**src/pkg/bfr_pkg.sv**
```systemverilog
// package: offsets, field positions, reset values for the fault/revision regs
package bfr_pkg;

  // ****************************************
  // register map
  // ****************************************
  localparam logic [7:0] FAULT_IND_ADDR = 8'hb0;
  localparam logic [7:0] SILICON_REV_ADDR = 8'hff;
  localparam int FAULT_BIT = 0;
  localparam logic FAULT_RESET = 1'h0;
  // arbitrary neutral revision code, not tied to any real part
  localparam logic [7:0] SILICON_REV_DEFAULT = 8'h5a;

  // ****************************************
  // carriers
  // ****************************************
  typedef struct packed {
    logic rd;
    logic wr;
    logic [7:0] addr;
    logic [7:0] wdata;
  } bfr_req_s;

endpackage : bfr_pkg

```
**src/bfr_strap.sv**
```systemverilog
// strap sampler: latches single-ended mode once after reset release
`timescale 1ns/1ps
module bfr_strap
(
  // clock and reset
  input wire logic i_core_clk,
  input wire logic i_reset_n,
  // strap pins (low = tied to ground)
  input wire logic i_video_neg_pin,
  input wire logic i_video_common_mode_pin,
  // latched mode
  output logic o_single_ended
);

  logic taken_q;
  logic taken_d;
  logic se_q;
  logic se_d;

  // sample on first edge after release; async reset loads constants only
  always_comb
  begin
    taken_d = 1'b1;
    se_d = se_q;
    if (!taken_q)
    begin
      se_d = !i_video_neg_pin && !i_video_common_mode_pin;
    end
  end

  // registers only; the comb above decides what is kept
  always_ff @(posedge i_core_clk or negedge i_reset_n)
  begin
    if (!i_reset_n)
    begin
      taken_q <= 1'b0;
      se_q <= 1'b0;
    end
    else
    begin
      taken_q <= taken_d;
      se_q <= se_d;
    end
  end

  assign o_single_ended = se_q;

  // once latched, the mode holds until the next reset
  AST_STRAP_HOLD: assert property (
    @(posedge i_core_clk) disable iff (!i_reset_n)
    $past(taken_q) |-> $stable(se_q))
    else $error("single-ended mode changed after latch");

endmodule : bfr_strap

```
**src/bfr_regs.sv**
```systemverilog
// bus-fault flag and silicon revision registers with output-mode strap
`timescale 1ns/1ps
// Summary of operation
// set fault bit 0 on unserviced access
// faulted read data is unreliable
// faulted write may be discarded
// reading fault register clears the flag
// read-only revision at top address
// both strap pins low latch single-ended
// upper bits zero, writes have no effect
//
// interface notes
// - a read is taken on the rising edge where i_req.rd is high;
//   o_rvalid follows one cycle later and stands for one cycle only
// - o_rdata keeps the last answer until the next read is taken, so a
//   slow host may pick it up late without losing it
// - unmapped addresses answer 8'h00, which keeps stray probes harmless
// - writes are accepted and dropped, as nothing in this group is
//   writable; o_wr_discard only tells upstream that a write met a fault
// - a failure pulse and a clearing read in one cycle leave the flag set:
//   the read returns the old value and the new fault waits for the next
//   read, so no failure is ever lost between two polls
// - the strap pins are looked at once, on the first edge after reset
//   leaves; moving them later has no effect until the next reset
// - limitation: the flag is one bit, so several failures between two
//   reads show up as one
module bfr_regs
#(
  parameter logic [7:0] REV_CODE = bfr_pkg::SILICON_REV_DEFAULT
)
(
  // clock and reset
  input wire logic i_core_clk,
  input wire logic i_reset_n,
  // register access from the serial slave
  input wire bfr_pkg::bfr_req_s i_req,
  input wire logic i_service_fail,
  output logic [7:0] o_rdata,
  output logic o_rvalid,
  output logic o_wr_discard,
  // strap pins and mode
  input wire logic i_video_neg_pin,
  input wire logic i_video_common_mode_pin,
  output logic o_single_ended,
  output logic o_drive_neg_en
);

  // ****************************************
  // state
  // ****************************************
  logic fault_q;
  logic fault_d;
  logic [7:0] rdata_q;
  logic [7:0] rdata_d;
  logic rvalid_q;
  logic rvalid_d;
  logic se;

  // address decode used by both read mux and clear
  function automatic logic is_fault(input logic [7:0] a);
    return a == bfr_pkg::FAULT_IND_ADDR;
  endfunction : is_fault

  // ****************************************
  // fault flag
  // ****************************************
  // flag: a new fault wins over a read clear so no event is lost
  always_comb
  begin
    fault_d = fault_q;
    if (i_req.rd && is_fault(i_req.addr))
    begin
      fault_d = 1'b0;
    end
    if (i_service_fail)
    begin
      fault_d = 1'b1;
    end
  end

  // ****************************************
  // read path
  // ****************************************
  // read mux; faulted reads still answer, data flagged unreliable upstream
  always_comb
  begin
    rvalid_d = i_req.rd;
    rdata_d = rdata_q;
    if (i_req.rd)
    begin
      if (is_fault(i_req.addr))
      begin
        rdata_d = 8'h00;
        rdata_d[bfr_pkg::FAULT_BIT] = fault_q;
      end
      else if (i_req.addr == bfr_pkg::SILICON_REV_ADDR)
      begin
        rdata_d = REV_CODE;
      end
      else
      begin
        rdata_d = 8'h00;
      end
    end
  end

  // ****************************************
  // registers
  // ****************************************
  // async reset loads constants only; next values come from the combs
  always_ff @(posedge i_core_clk or negedge i_reset_n)
  begin
    if (!i_reset_n)
    begin
      fault_q <= bfr_pkg::FAULT_RESET;
      rdata_q <= 8'h00;
      rvalid_q <= 1'b0;
    end
    else
    begin
      fault_q <= fault_d;
      rdata_q <= rdata_d;
      rvalid_q <= rvalid_d;
    end
  end

  // writes to this group are never stored; faulted writes reported dropped
  assign o_wr_discard = i_req.wr && i_service_fail;
  assign o_rdata = rdata_q;
  assign o_rvalid = rvalid_q;

  // ****************************************
  // output mode strap
  // ****************************************
  bfr_strap u_strap
  (
    .i_core_clk(i_core_clk),
    .i_reset_n(i_reset_n),
    .i_video_neg_pin(i_video_neg_pin),
    .i_video_common_mode_pin(i_video_common_mode_pin),
    .o_single_ended(se)
  );

  assign o_single_ended = se;
  assign o_drive_neg_en = !se;

  // ****************************************
  // checks: fault flag
  // ****************************************
  // a failure pulse always leaves the flag set on the next edge
  AST_FAULT_SET: assert property (
    @(posedge i_core_clk) disable iff (!i_reset_n)
    i_service_fail |=> fault_q)
    else $error("fault flag not set");
  // a clean read of the flag register clears it
  AST_FAULT_CLR: assert property (
    @(posedge i_core_clk) disable iff (!i_reset_n)
    i_req.rd && is_fault(i_req.addr) && !i_service_fail |=> !fault_q)
    else $error("fault flag not cleared by read");
  // the flag never rises on its own
  AST_NO_SPUR: assert property (
    @(posedge i_core_clk) disable iff (!i_reset_n)
    !fault_q && !i_service_fail |=> !fault_q)
    else $error("fault flag set without cause");
  // writes leave the flag alone
  AST_WR_IGNORE: assert property (
    @(posedge i_core_clk) disable iff (!i_reset_n)
    i_req.wr && !i_req.rd && !i_service_fail
    |=> fault_q == $past(fault_q))
    else $error("write altered fault flag");

  // ****************************************
  // checks: read answers
  // ****************************************
  // flag register reads bit 0 with all upper bits clear
  AST_FAULT_RD: assert property (
    @(posedge i_core_clk) disable iff (!i_reset_n)
    i_req.rd && is_fault(i_req.addr)
    |=> o_rvalid && o_rdata == {7'h00, $past(fault_q)})
    else $error("fault register read wrong");
  // revision register always answers its fixed code
  AST_REV_RD: assert property (
    @(posedge i_core_clk) disable iff (!i_reset_n)
    i_req.rd && i_req.addr == bfr_pkg::SILICON_REV_ADDR
    |=> o_rdata == REV_CODE)
    else $error("revision read wrong");
  // a read that meets a failure still gets its answer strobe
  AST_FAULT_RD_ANSWER: assert property (
    @(posedge i_core_clk) disable iff (!i_reset_n)
    i_req.rd && i_service_fail |=> o_rvalid)
    else $error("faulted read got no answer");
  // no answer strobe without a read
  AST_NO_IDLE_VALID: assert property (
    @(posedge i_core_clk) disable iff (!i_reset_n)
    !i_req.rd |=> !o_rvalid)
    else $error("answer strobe without read");
  // answer data holds between reads
  AST_RDATA_HOLD: assert property (
    @(posedge i_core_clk) disable iff (!i_reset_n)
    !i_req.rd |=> $stable(o_rdata))
    else $error("read data moved without read");

  // ****************************************
  // checks: writes and output mode
  // ****************************************
  // discard is reported only when a write meets a failure
  AST_DISCARD: assert property (
    @(posedge i_core_clk) disable iff (!i_reset_n)
    o_wr_discard |-> i_service_fail)
    else $error("discard without fault");
  // and every write that meets a failure is reported
  AST_DISCARD_ON_FAULT: assert property (
    @(posedge i_core_clk) disable iff (!i_reset_n)
    i_req.wr && i_service_fail |-> o_wr_discard)
    else $error("faulted write not reported");
  // single-ended mode silences the negative output
  AST_NEG_DRIVE: assert property (
    @(posedge i_core_clk) disable iff (!i_reset_n)
    o_single_ended |-> !o_drive_neg_en)
    else $error("negative output driven in single-ended mode");
  // differential mode keeps the negative output driven
  AST_NEG_DRIVE_DIFF: assert property (
    @(posedge i_core_clk) disable iff (!i_reset_n)
    !o_single_ended |-> o_drive_neg_en)
    else $error("negative output idle in differential mode");

  // ****************************************
  // covers
  // ****************************************
  COV_FAULT: cover property (@(posedge i_core_clk) i_service_fail);
  COV_CLR: cover property (@(posedge i_core_clk)
    fault_q ##1 (i_req.rd && is_fault(i_req.addr)) ##1 !fault_q);
  COV_REV: cover property (@(posedge i_core_clk)
    i_req.rd && i_req.addr == bfr_pkg::SILICON_REV_ADDR);
  COV_SE: cover property (@(posedge i_core_clk) o_single_ended);
  // a failure that lands on the clearing read
  COV_SET_ON_CLR: cover property (@(posedge i_core_clk)
    i_service_fail && i_req.rd && is_fault(i_req.addr));

endmodule : bfr_regs

```
**config.mk**
```make
export PLATFORM = sky130hd
export DESIGN_NAME = bfr_regs
export DESIGN_NICKNAME = d
export VERILOG_FILES = /design/src/pkg/bfr_pkg.sv /design/src/bfr_strap.sv /design/src/bfr_regs.sv
export SDC_FILE = /design/constraint.sdc
export NUM_CORES = 1
export LEC_CHECK = 0
export BUFFER_PORTS_ARGS = -buffer_cell sky130_fd_sc_hd__buf_2
export CAP_MARGIN = 10
export CORE_AREA = 2 2 39 41
export CTS_CLUSTER_SIZE = 24
export DETAILED_ROUTE_END_ITERATION = 6
export DIE_AREA = 0 0 41 43
export HOLD_SLACK_MARGIN = 0.03
export PLACE_DENSITY = 0.69
export SYNTH_ARGS = -nofsm -noshare
export SYNTH_HDL_FRONTEND = slang
export SYNTH_SLANG_ARGS = --single-unit
```
**constraint.sdc**
```tcl
create_clock -name i_core_clk -period 0.85 [get_ports i_core_clk]
set_input_delay 0.0425 -clock i_core_clk [delete_from_list [all_inputs] [get_ports i_core_clk]]
set_output_delay 0.0425 -clock i_core_clk [all_outputs]
set_load 0.02 [all_outputs]
```
Word-level counts from Yosys, hierarchy flattened
Index checks and enable logic that the tools add are counted.
- output and inout bits: 12
- input port bits: 23
- bits in registers: 12
- word-level logic and storage cells: 18
- mux-type cells: 4
- reduce and logical (&&, ||, !) cells: 7
- equality and inequality tests: 2
- operator list (kind ; number):
    equality test 8 bit, second input constant ; 2
    two-way mux 7 bit ; 2
    logical AND 1 bit ; 3
    logical NOT 1 bit ; 3
    two-way mux 1 bit ; 2
    nonzero test 2 bit ; 1

Longest topological paths before layout
Gate-level depths: netlist of run 1.
- depth in word-level cells: 4
- mapped depth: 3

Modules after synthesis
Synthesis of run 1 repeated with hierarchy kept, for this count alone.
- cell total of the unflattened synthesis: 30
- area total of the unflattened synthesis: 302.8 um2
- by module, submodules not included (module ; cells an instance ; area each (um2) ; times used):
    bfr_regs ; 25 ; 237.7 ; 1
    bfr_strap ; 5 ; 65.1 ; 1

Least setup slack after synthesis of run 1
No wires, ideal clock.
- path type: flip-flop to flip-flop
- start point: register o_rdata[4] (netlist name)
- end point: register rdata_q[4], in the netlist o_rdata[4]
- path slack: 120 ps
- library setup time: 83 ps
- arrival: 648 ps
- period minus slack after synthesis: 730 ps
- path buffers: 0
- data required time: 767 ps
- stages on the path, launching flop included: 3
- path through: dfrtp_1 inv_1 o21ai_0
- RTL lines (element ; RTL line ; RTL):
    to (signal assigned) ; bfr_regs.sv:122 ; rdata_q <= rdata_d;
    to (decl) ; bfr_regs.sv:53 ; logic [7:0] rdata_q;

Worst setup path after layout of run 1
- start point: register rdata_q[4], in the netlist o_rdata[4]
- end point: output port o_rdata[4]
- RTL lines (element ; RTL line ; RTL):
    to (decl) ; bfr_regs.sv:38 ; output logic [7:0] o_rdata,
No word-level cell between the ends.

==> reports/results.tsv, run 1 <==
metric	value	unit
outcome	complete, but fails checks	
failing checks	negative setup slack	
VDD IR max	0.5236	mV
Worst setup EP type	primary output	
final hold vios	0	
CP top delay family	flip-flops	
largest family of logic cells by synthesized area	buffers and inverters	
CP max stage cell	dfrtp_2	
number of top-level pins	35	
Die Ht	43	um
Net Sw Power	164.3	uW
# DRC	0	
Final period util	1.022	
worst endpoint required time	810	ps
Die Wd	41	um
RSZ-0062 raised after global routing	yes	
MaxCap Viol Count	0	
post-DR vias/cell	3.800	
CP Launch Type	flip-flop	
vias in the first global route	279	
Placed Cells	65	
pin count of the biggest net entering global routing	7	
Min Clock Period, post-route	868.6	ps
Max stage delay on crit path	440	ps
Clk pin slew, worst setup/hold paths	50	ps
Syn Std Cell Area	299.0	um2
CTS buffer count	3	
critical path class	reg2out	
Worst-Skew Late Latency	230	ps
share of layout cells above drive strength 1	0.5254	
clock root buffer master	clkbuf_4	
WHS	33.87	ps
H-tree levels	1	
Hold Path Class	in2reg	
starting density of the core	0.2161	
CTS tree	built	
RePlAce Congestion	0.5719	
setup_tns	-73.56	ps
Core ar.	1384	um2
ant diodes	0	
synthesis-stage register bit count	6	
Synth Area in Adders	0	
Synth-to-Final Area Change	73.64	%
1st-iter DRT viols	0	
Pre-Repair DR Iteration Count	1	
dominant synthesized flop cell	dfrtp_1	
Layout Cells excl Fill	75	
Max Slew Vio Count	0	
Pwr per Cell Area	1314	nW/um2
fin nets	84	
part of the power in combinational logic	0.183	
total congestion overflow	0	
register share of total power	0.441	
worst path buffer plus inverter count	1	
placed cell areas	396.6	um2
WL final	614	um
Placement Setup Slack	77.87	ps
Design Power	682.1	uW
row cnt	14	
Final ANT Viol Nets	0	
sw frac	0.2409	
Synth Area in Compound Gates	0.08787	
worst-path fanout max	5	
final worst-path setup slack	-18.56	ps
clk buf depth	2	
cells after synthesis	30	
Design Area, Final	519.2	um2
Clock Skews	0.08304	ps
post-synthesis simple-gate area fraction	0.1841	
multiplexer share of the synthesized area	0	
Synth cell types	16	
fin util	0.3752	
antenna violations before repair	0	
xor and xnor area share after synthesis	0	
DIE AREA	1763	um2
IO Port Bufs	23	
global-route wire length before repair	993	um
Fmax	1151	MHz
clock power share	0.375	
Wirelength per Cell	8.187	um
Pint	517.8	uW
final count of negative-setup-slack endpoints	4	
sequential share of the synthesized area	0.5021	
GRT Total Usage	0.09073	
Crit path arrival time	830	ps
CTS sink count	6	
Post-synth ARST share	1.000	
Cell Chain, Critical Path	buf_6	
number of synthesized flops with an enable pin	0	
Mean Syn Cell Area	9.968	um2
P_leak	0.2715	nW
total number of vias	285	
Yosys warnings	0	
-- worst paths after layout --
path	startpoint	to	slack (ps)	cells past startpoint
worst min-delay path	i_req[17]	o_rdata[4]	30	2
worst max-delay path	o_rdata[4]	o_rdata[4]	-20	1
max in group asynchronous	i_reset_n	o_rdata[4]	530	2
worst min register to register	u_strap.taken_q	u_strap.o_single_ended	440	1
worst max register to register	o_rdata[4]	o_rdata[4]	40	3
min in group asynchronous	i_reset_n	o_rdata[0]	170	2
-- sequential cells by signal, summed over array words and instances (netlist names) --
| signal | count |
|---|---|
| u_strap.taken_q | 1 |
| o_rvalid | 1 |
| fault_q | 1 |
| u_strap.o_single_ended | 1 |
| o_rdata | 2 |
-- kinds of logic (layout without fill, tap and decap cells) --
kind of cell	Yosys count	after routing
DFF	6	6
buffers and inverters	10	37
and+or+nand+nor	8	8
AOI/OAI and AO/OA	4	4
other	2	4
-- placed cells by master (no fill, tap or decap), drive strengths merged, types with 3 or more instances in the layout --
cell type    netlist  layout
dlygate4sd3        0       6
buf                6      24
conb               2       4
dfrtp              6       6
inv                4       4
clkbuf             0       3
-- cells in the mapped netlist, types with 2 or more instances --
cell type  count  share of area
buf_4          6           0.15
dfrtp_1        6           0.50
inv_1          4          0.050
conb_1         2          0.025
-- per-layer routing --
layer | global-route usage | up-vias | share of wire
met5 | 0 | - | 0
met3 | 0.04712 | 0 | 0.072
met4 | 0.06000 | 0 | 0
met2 | 0.1594 | 11 | 0.59
met1 | 0.06840 | 129 | 0.34
li1 | - | 145 | -
-- power groups by stage --
stage / clock, mW / sequential [mW] / combinational, mW
after floorplan: 0 / 0.313 / 0.0452
after global placement: 0 / 0.304 / 0.0959
after detailed placement: 0 / 0.305 / 0.0974
after CTS: 0.266 / 0.300 / 0.124
after global routing: 0.302 / 0.302 / 0.137
final: 0.256 / 0.301 / 0.125
-- cell type report --
class	instances	area, um2
fill	142	864.6
timing repair buffer	30	214.0
sequential	6	151.4
multi-input combinational	16	96.34
clock buffer	3	22.52
tap	16	20.02
inverter	4	15.01
-- what timing repair did --
action	in CTS	in global routing
endpoints found under the setup margin	5	6
hold buffers	6	0
gates cloned	0	0
resized for setup	2	10
setup buffers	0	1
endpoints found under the hold margin	9	0
Note: power is estimated with default switching activity, not from simulation.
==> inputs of run 2 (changes only) <==
SKIP_LAST_GASP = 1   (was not set)
==> run 2 against run 1 <==
  * The run still ends with negative setup slack left
  * Die area stayed put
  * Clock-buffer cell count stayed put
  * Hold slack stayed put
  * Core utilization is 0.45 points higher
  * Clock skew stayed put
  * Final cell count stayed put
  * Critical path type unchanged
==> reports/results.tsv, run 2 (synthesized netlist as in run 1, its figures left out) <==
metric	value	unit	change
Layout Cells excl Fill	75		unchanged
setup_tns	-73.56	ps	unchanged
Wirelength per Cell	8.187	um	unchanged
pin count of the biggest net entering global routing	7		unchanged
worst-path fanout max	5		unchanged
critical path class	reg2out		unchanged
row cnt	14		unchanged
vias in the first global route	274		was 279
total number of vias	286		was 285
# DRC	0		unchanged
IO Port Bufs	23		unchanged
Final period util	1.022		unchanged
WL final	614	um	unchanged
global-route wire length before repair	966	um	was 993 um
Die Ht	43	um	unchanged
Placed Cells	65		unchanged
CTS sink count	6		unchanged
starting density of the core	0.2161		unchanged
CP top delay family	flip-flops		unchanged
P_leak	0.2728	nW	was 0.2715 nW
Min Clock Period, post-route	868.6	ps	unchanged
share of layout cells above drive strength 1	0.5254		unchanged
Worst-Skew Late Latency	230	ps	about the same
clock root buffer master	clkbuf_4		unchanged
antenna violations before repair	0		unchanged
final count of negative-setup-slack endpoints	4		unchanged
RSZ-0062 raised after global routing	yes		unchanged
H-tree levels	1		unchanged
Worst setup EP type	primary output		unchanged
fin nets	84		unchanged
r2r setup slk	40	ps	about the same
final worst-path setup slack	-18.56	ps	unchanged
Pre-Repair DR Iteration Count	1		unchanged
Pwr per Cell Area	1308	nW/um2	was 1314 nW/um2
Final ANT Viol Nets	0		unchanged
hold path start	i_req[17]		unchanged
total congestion overflow	0		unchanged
Critical R2R Capture	o_rdata[4]		unchanged
CTS buffer count	3		unchanged
number of top-level pins	35		unchanged
DIE AREA	1763	um2	unchanged
outcome	complete, but fails checks		unchanged
most common cell after layout, fill and taps aside	buf_2		unchanged
failing checks	negative setup slack		unchanged
GRT Total Usage	0.08871		was 0.09073
RePlAce Congestion	0.5719		unchanged
Hold Path Class	in2reg		unchanged
Die Wd	41	um	unchanged
Max stage delay on crit path	440	ps	about the same
CP max stage cell	dfrtp_2		unchanged
most frequent cells in the layout	buf_2, dlygate4sd3_1, buf_6		was buf_2, dlygate4sd3_1, dfrtp_1, buf_6, conb_1
Clk pin slew, worst setup/hold paths	50	ps	about the same
ant diodes	0		unchanged
Critical path destination	o_rdata[4]		unchanged
Core ar.	1384	um2	unchanged
Clock Skews	0.08304	ps	unchanged
post-DR vias/cell	3.813		was 3.800
max reg flops	2		unchanged
1st-iter DRT viols	0		unchanged
final hold vios	0		unchanged
clk buf depth	2		unchanged
R2R Path Start	o_rdata[4]		unchanged
worst path buffer plus inverter count	1		unchanged
Cell Chain, Critical Path	buf_6		unchanged
Fmax	1151	MHz	unchanged
CTS tree	built		unchanged
Max Slew Vio Count	0		unchanged
Crit path arrival time	830	ps	about the same
Reg2Reg Depth	3		unchanged
Synth-to-Final Area Change	75.73	%	was 73.64%
CP Launch Type	flip-flop		unchanged
VDD IR max	0.5260	mV	was 0.5236 mV
worst endpoint required time	810	ps	about the same
CP Depth	1		unchanged
start point of the critical path	o_rdata[4]		unchanged
MaxCap Viol Count	0		unchanged
-- run 2: cell count changes in the layout (fill, tap and decap cells not counted) --
cell,previous run,this run
buf_2,18,17
buf_6,5,6
-- run 2: per-layer routing --
layer	routed length (um)	vias to the layer above	GRT usage
met2	359	11	0.1563
met4	0	0	0.06000
met5	0	-	0
li1	-	145	-
met3	44	0	0.04712
met1	209	130	0.06515
-- run 2: power by group --
part / switching (mW) / internal, mW / total, mW
sequential: 0.00606 / 0.296 / 0.302
combinational: 0.0623 / 0.0671 / 0.129
clock: 0.0966 / 0.159 / 0.256
total: 0.165 / 0.522 / 0.687
-- run 2: worst register-to-register path: stages (launching register included) --
cell,delay (ps)
dfrtp_2,440
buf_4,140
inv_1,40
o21ai_0,70
-- run 2: timing repair --
action / CTS / global route
endpoints found under the hold margin: 9 / 0
setup endpoints to repair: 5 / 6
hold buffers: 6 / 0
setup buffers: 0 / 1
gates resized for setup: 1 / 13
-- run 2: final cells by class --
cell class,instances,area [um2]
clock buffers,3,22.52
well taps,16,20.02
repair buffers,30,220.2
inverters,4,15.01
flip-flops and latches,6,151.4
multi-input cells,16,96.34
fillers,140,858.3
-- run 2: worst min-delay path by stage --
stage	endpoint	slack [ps]	cells after the start
2_1_floorplan	fault_q	-250	0
3_3_place_gp	u_strap.taken_q	-130	1
3_5_place_dp	u_strap.taken_q	-130	1
4_1_cts	o_rdata[4]	40	2
5_1_grt	o_rdata[4]	30	2
6_report	o_rdata[4]	30	2
-- run 2: per-stage QoR --
step	total power, mW	setup slack (ps)	area [um2]	hold WS [ps]	utilization
after floorplan	0.3582	119.6	306.5	-253.1	-
after global placement	0.4000	93.29	396.6	-128.1	0.2866
after detailed placement	0.4021	77.87	396.6	-127.8	0.2866
after CTS	0.6871	-17.48	481.7	36.73	0.3481
after global routing	0.7449	-59.31	525.5	33.36	0.3797
final	0.6871	-18.56	525.5	33.87	0.3797
==> inputs of run 3 (changes only) <==
ABC_AREA = 1   (was not set)
PLACE_DENSITY = 0.72   (was 0.69)
==> run 3 against run 2 <==
  * The flow still finishes with violations (negative setup slack)
  * Total power shrank 0.10%
  * First-iteration DRC count grew 4
  * Via count rose by 21%
  * Register-to-register slack is essentially flat
  * Clock skew is essentially flat
  * Clock power decreased by 3%
  * Flip-flop and latch count unchanged
  * Critical path depth unchanged
  * Global-route usage is 0.63 points higher
  * Area after synthesis grew 12%
  * Combinational power is 6% higher
  * Sequential share of layout area is 1.3 points lower
==> reports/results.tsv, run 3 <==
metric	value	unit	change
fin util	0.3978		was 0.3797
clock power share	0.363		was 0.372
register share of total power	0.438		was 0.439
critical path class	reg2out		unchanged
Layout Cells excl Fill	88		was 75
Placed Cells	79		was 65
worst endpoint required time	810	ps	about the same
Hold Path Class	in2reg		unchanged
cells after synthesis	44		was 30
worst path buffer plus inverter count	1		unchanged
ant diodes	0		unchanged
Synth area leaders	dfrtp_1, nand2_1, buf_4, inv_1, nor3_2		was dfrtp_1, buf_4, inv_1, nand3_2, nor3_2
dominant synthesized flop cell	dfrtp_1		unchanged
Yosys warnings	0		unchanged
IO Port Bufs	23		unchanged
Worst setup EP type	primary output		unchanged
Pwr per Cell Area	1247	nW/um2	was 1308 nW/um2
synthesis-stage register bit count	6		unchanged
final worst-path setup slack	-9.381	ps	was -18.56 ps
Die Ht	43	um	unchanged
hold path start	i_req[17]		unchanged
final hold vios	0		unchanged
H-tree levels	1		unchanged
clk buf depth	2		unchanged
CTS buffer count	3		unchanged
Placement Setup Slack	125.5	ps	was 77.87 ps
clock root buffer master	clkbuf_4		unchanged
start point of the critical path	o_rdata[4]		unchanged
Synth cell types	13		was 16
count leader, synth	nand2_1		
MaxCap Viol Count	0		unchanged
RePlAce Congestion	0.6071		was 0.5719
outcome	complete, but fails checks		unchanged
final count of negative-setup-slack endpoints	4		unchanged
Synth-to-Final Area Change	64.79	%	was 75.73%
Fmax	1164	MHz	was 1151 MHz
fin nets	97		was 84
Core ar.	1384	um2	unchanged
Syn Std Cell Area	334.1	um2	was 299.0 um2
global-route wire length before repair	1159	um	was 966 um
top cell type's share of synthesized area	0.4494		was 0.5021
share of layout cells above drive strength 1	0.4306		was 0.5254
1st-iter DRT viols	4		was 0
antenna violations before repair	0		unchanged
sequential share of the synthesized area	0.4494		was 0.5021
most frequent cells in the layout	buf_2, nand2_1, inv_1		was buf_2, dlygate4sd3_1, buf_6
GRT Total Usage	0.09505		was 0.08871
Wirelength per Cell	8.000	um	was 8.187 um
VDD IR max	0.4892	mV	was 0.5260 mV
WL final	704	um	was 614 um
most common cell after layout, fill and taps aside	buf_2		unchanged
Crit path arrival time	820	ps	was 830 ps
post-DR vias/cell	3.943		was 3.813
Max stage delay on crit path	440	ps	about the same
starting density of the core	0.2414		was 0.2161
Final ANT Viol Nets	0		unchanged
top cells by count, synth	nand2_1, inv_1, buf_4, dfrtp_1		was buf_4, dfrtp_1, inv_1
top cell type by total area after synthesis	dfrtp_1		unchanged
Clk pin slew, worst setup/hold paths	40	ps	was 50 ps
R2R Path Start	o_rdata[4]		unchanged
vias in the first global route	342		was 274
total congestion overflow	0		unchanged
CP Launch Type	flip-flop		unchanged
CTS sink count	6		unchanged
CP top delay family	flip-flops		unchanged
Pint	518.3	uW	was 522.1 uW
DP Wirelength	578.4	um	
max reg flops	2		unchanged
CTS tree	built		unchanged
pin count of the biggest net entering global routing	7		unchanged
number of top-level pins	35		unchanged
sw frac	0.2450		was 0.2402
DIE AREA	1763	um2	unchanged
RSZ-0062 raised after global routing	yes		unchanged
total number of vias	347		was 286
P_leak	0.3231	nW	was 0.2728 nW
Max Slew Vio Count	0		unchanged
part of the power in combinational logic	0.199		was 0.188
Post-synth ARST share	1.000		unchanged
Worst-Skew Late Latency	230	ps	about the same
Min Clock Period, post-route	859.4	ps	was 868.6 ps
Net Sw Power	168.2	uW	was 165.0 uW
number of synthesized flops with an enable pin	0		unchanged
Final period util	1.011		was 1.022
Die Wd	41	um	unchanged
worst-path fanout max	5		unchanged
# DRC	0		unchanged
Cell Chain, Critical Path	buf_6		unchanged
failing checks	negative setup slack		unchanged
row cnt	14		unchanged
Clock Skews	0.01986	ps	was 0.08304 ps
Pre-Repair DR Iteration Count	2		was 1
Mean Syn Cell Area	7.593	um2	was 9.968 um2
CP max stage cell	dfrtp_2		unchanged
setup_tns	-37.15	ps	was -73.56 ps
run 3: cell types whose count changed after synthesis, sizes merged:
cell    previous run  this run
nand3b             0         1
nor2               1         2
and2               1         0
nor3               1         2
and4               1         0
a21o               1         0
o21ai              1         0
and3               1         0
nand2              1        13
inv                4         9
o22ai              1         0
run 3: final cells by class:
| class | count | area [um2] |
|---|---|---|
| fill | 143 | 833.3 |
| clock buffer | 3 | 22.52 |
| multi-input combinational | 25 | 112.6 |
| sequential | 6 | 151.4 |
| inverter | 9 | 33.78 |
| timing repair buffer | 29 | 210.2 |
| tap | 16 | 20.02 |
run 3: cells by family (layout without fill, tap and decap cells):
family / count (synthesis) / in the layout / synth area share
simple gates: 20 / 20 / 0.2697
buf+inv: 15 / 41 / 0.2359
flops: 6 / 6 / 0.4494
other cells: 2 / 4 / 0.02248
compound gates: 1 / 1 / 0.02248
run 3: power groups by stage:
stage | sequential (mW) | combinational (mW) | clock, mW
2_1_floorplan | 0.313 | 0.0587 | 0
3_3_place_gp | 0.304 | 0.109 | 0
3_5_place_dp | 0.304 | 0.113 | 0
4_1_cts | 0.300 | 0.133 | 0.259
5_1_grt | 0.301 | 0.151 | 0.286
6_report | 0.301 | 0.137 | 0.249
run 3: worst paths after layout:
path / endpoint / slack [ps] / cells after the start
setup / recovery: o_rdata[4] / -9 / 1
hold / removal: o_rdata[4] / 110 / 4
setup reg to reg: o_rdata[4] / 50 / 3
hold reg to reg: u_strap.o_single_ended / 450 / 1
max in group asynchronous: o_rdata[4] / 540 / 2
min in group asynchronous: u_strap.o_single_ended / 160 / 2
run 3: per-layer routing:
metal | routed length [um] | share of wire | track usage | vias to the layer above
li1 | - | - | - | 176
met2 | 412 | 0.59 | 0.1969 | 15
met4 | 0 | 0 | 0.02000 | 0
met3 | 77 | 0.11 | 0.04188 | 0
met5 | 0 | 0 | 0 | -
met1 | 214 | 0.30 | 0.06579 | 156
run 3: tightest hold or removal path, stage by stage:
cell     delay [ps]
buf_2           110
inv_2            50
nand2_1          50
nand2_1          50
run 3: per-stage QoR:
stage / hold WS (ps) / instance area, um2 / power (mW)
2_1_floorplan: -253.1 / 341.6 / 0.3717
3_3_place_gp: -130.9 / 431.7 / 0.4130
3_5_place_dp: -126.6 / 431.7 / 0.4171
4_1_cts: 108.9 / 514.2 / 0.6918
5_1_grt: 115.9 / 550.5 / 0.7379
6_report: 108.7 / 550.5 / 0.6864
run 3: what timing repair did:
action | in CTS | in global routing
buffers inserted | 1 | 0
resized for setup | 1 | 13
hold endpoints to repair | 9 | 0
hold buffers | 5 | 0
setup endpoints to repair | 5 | 6
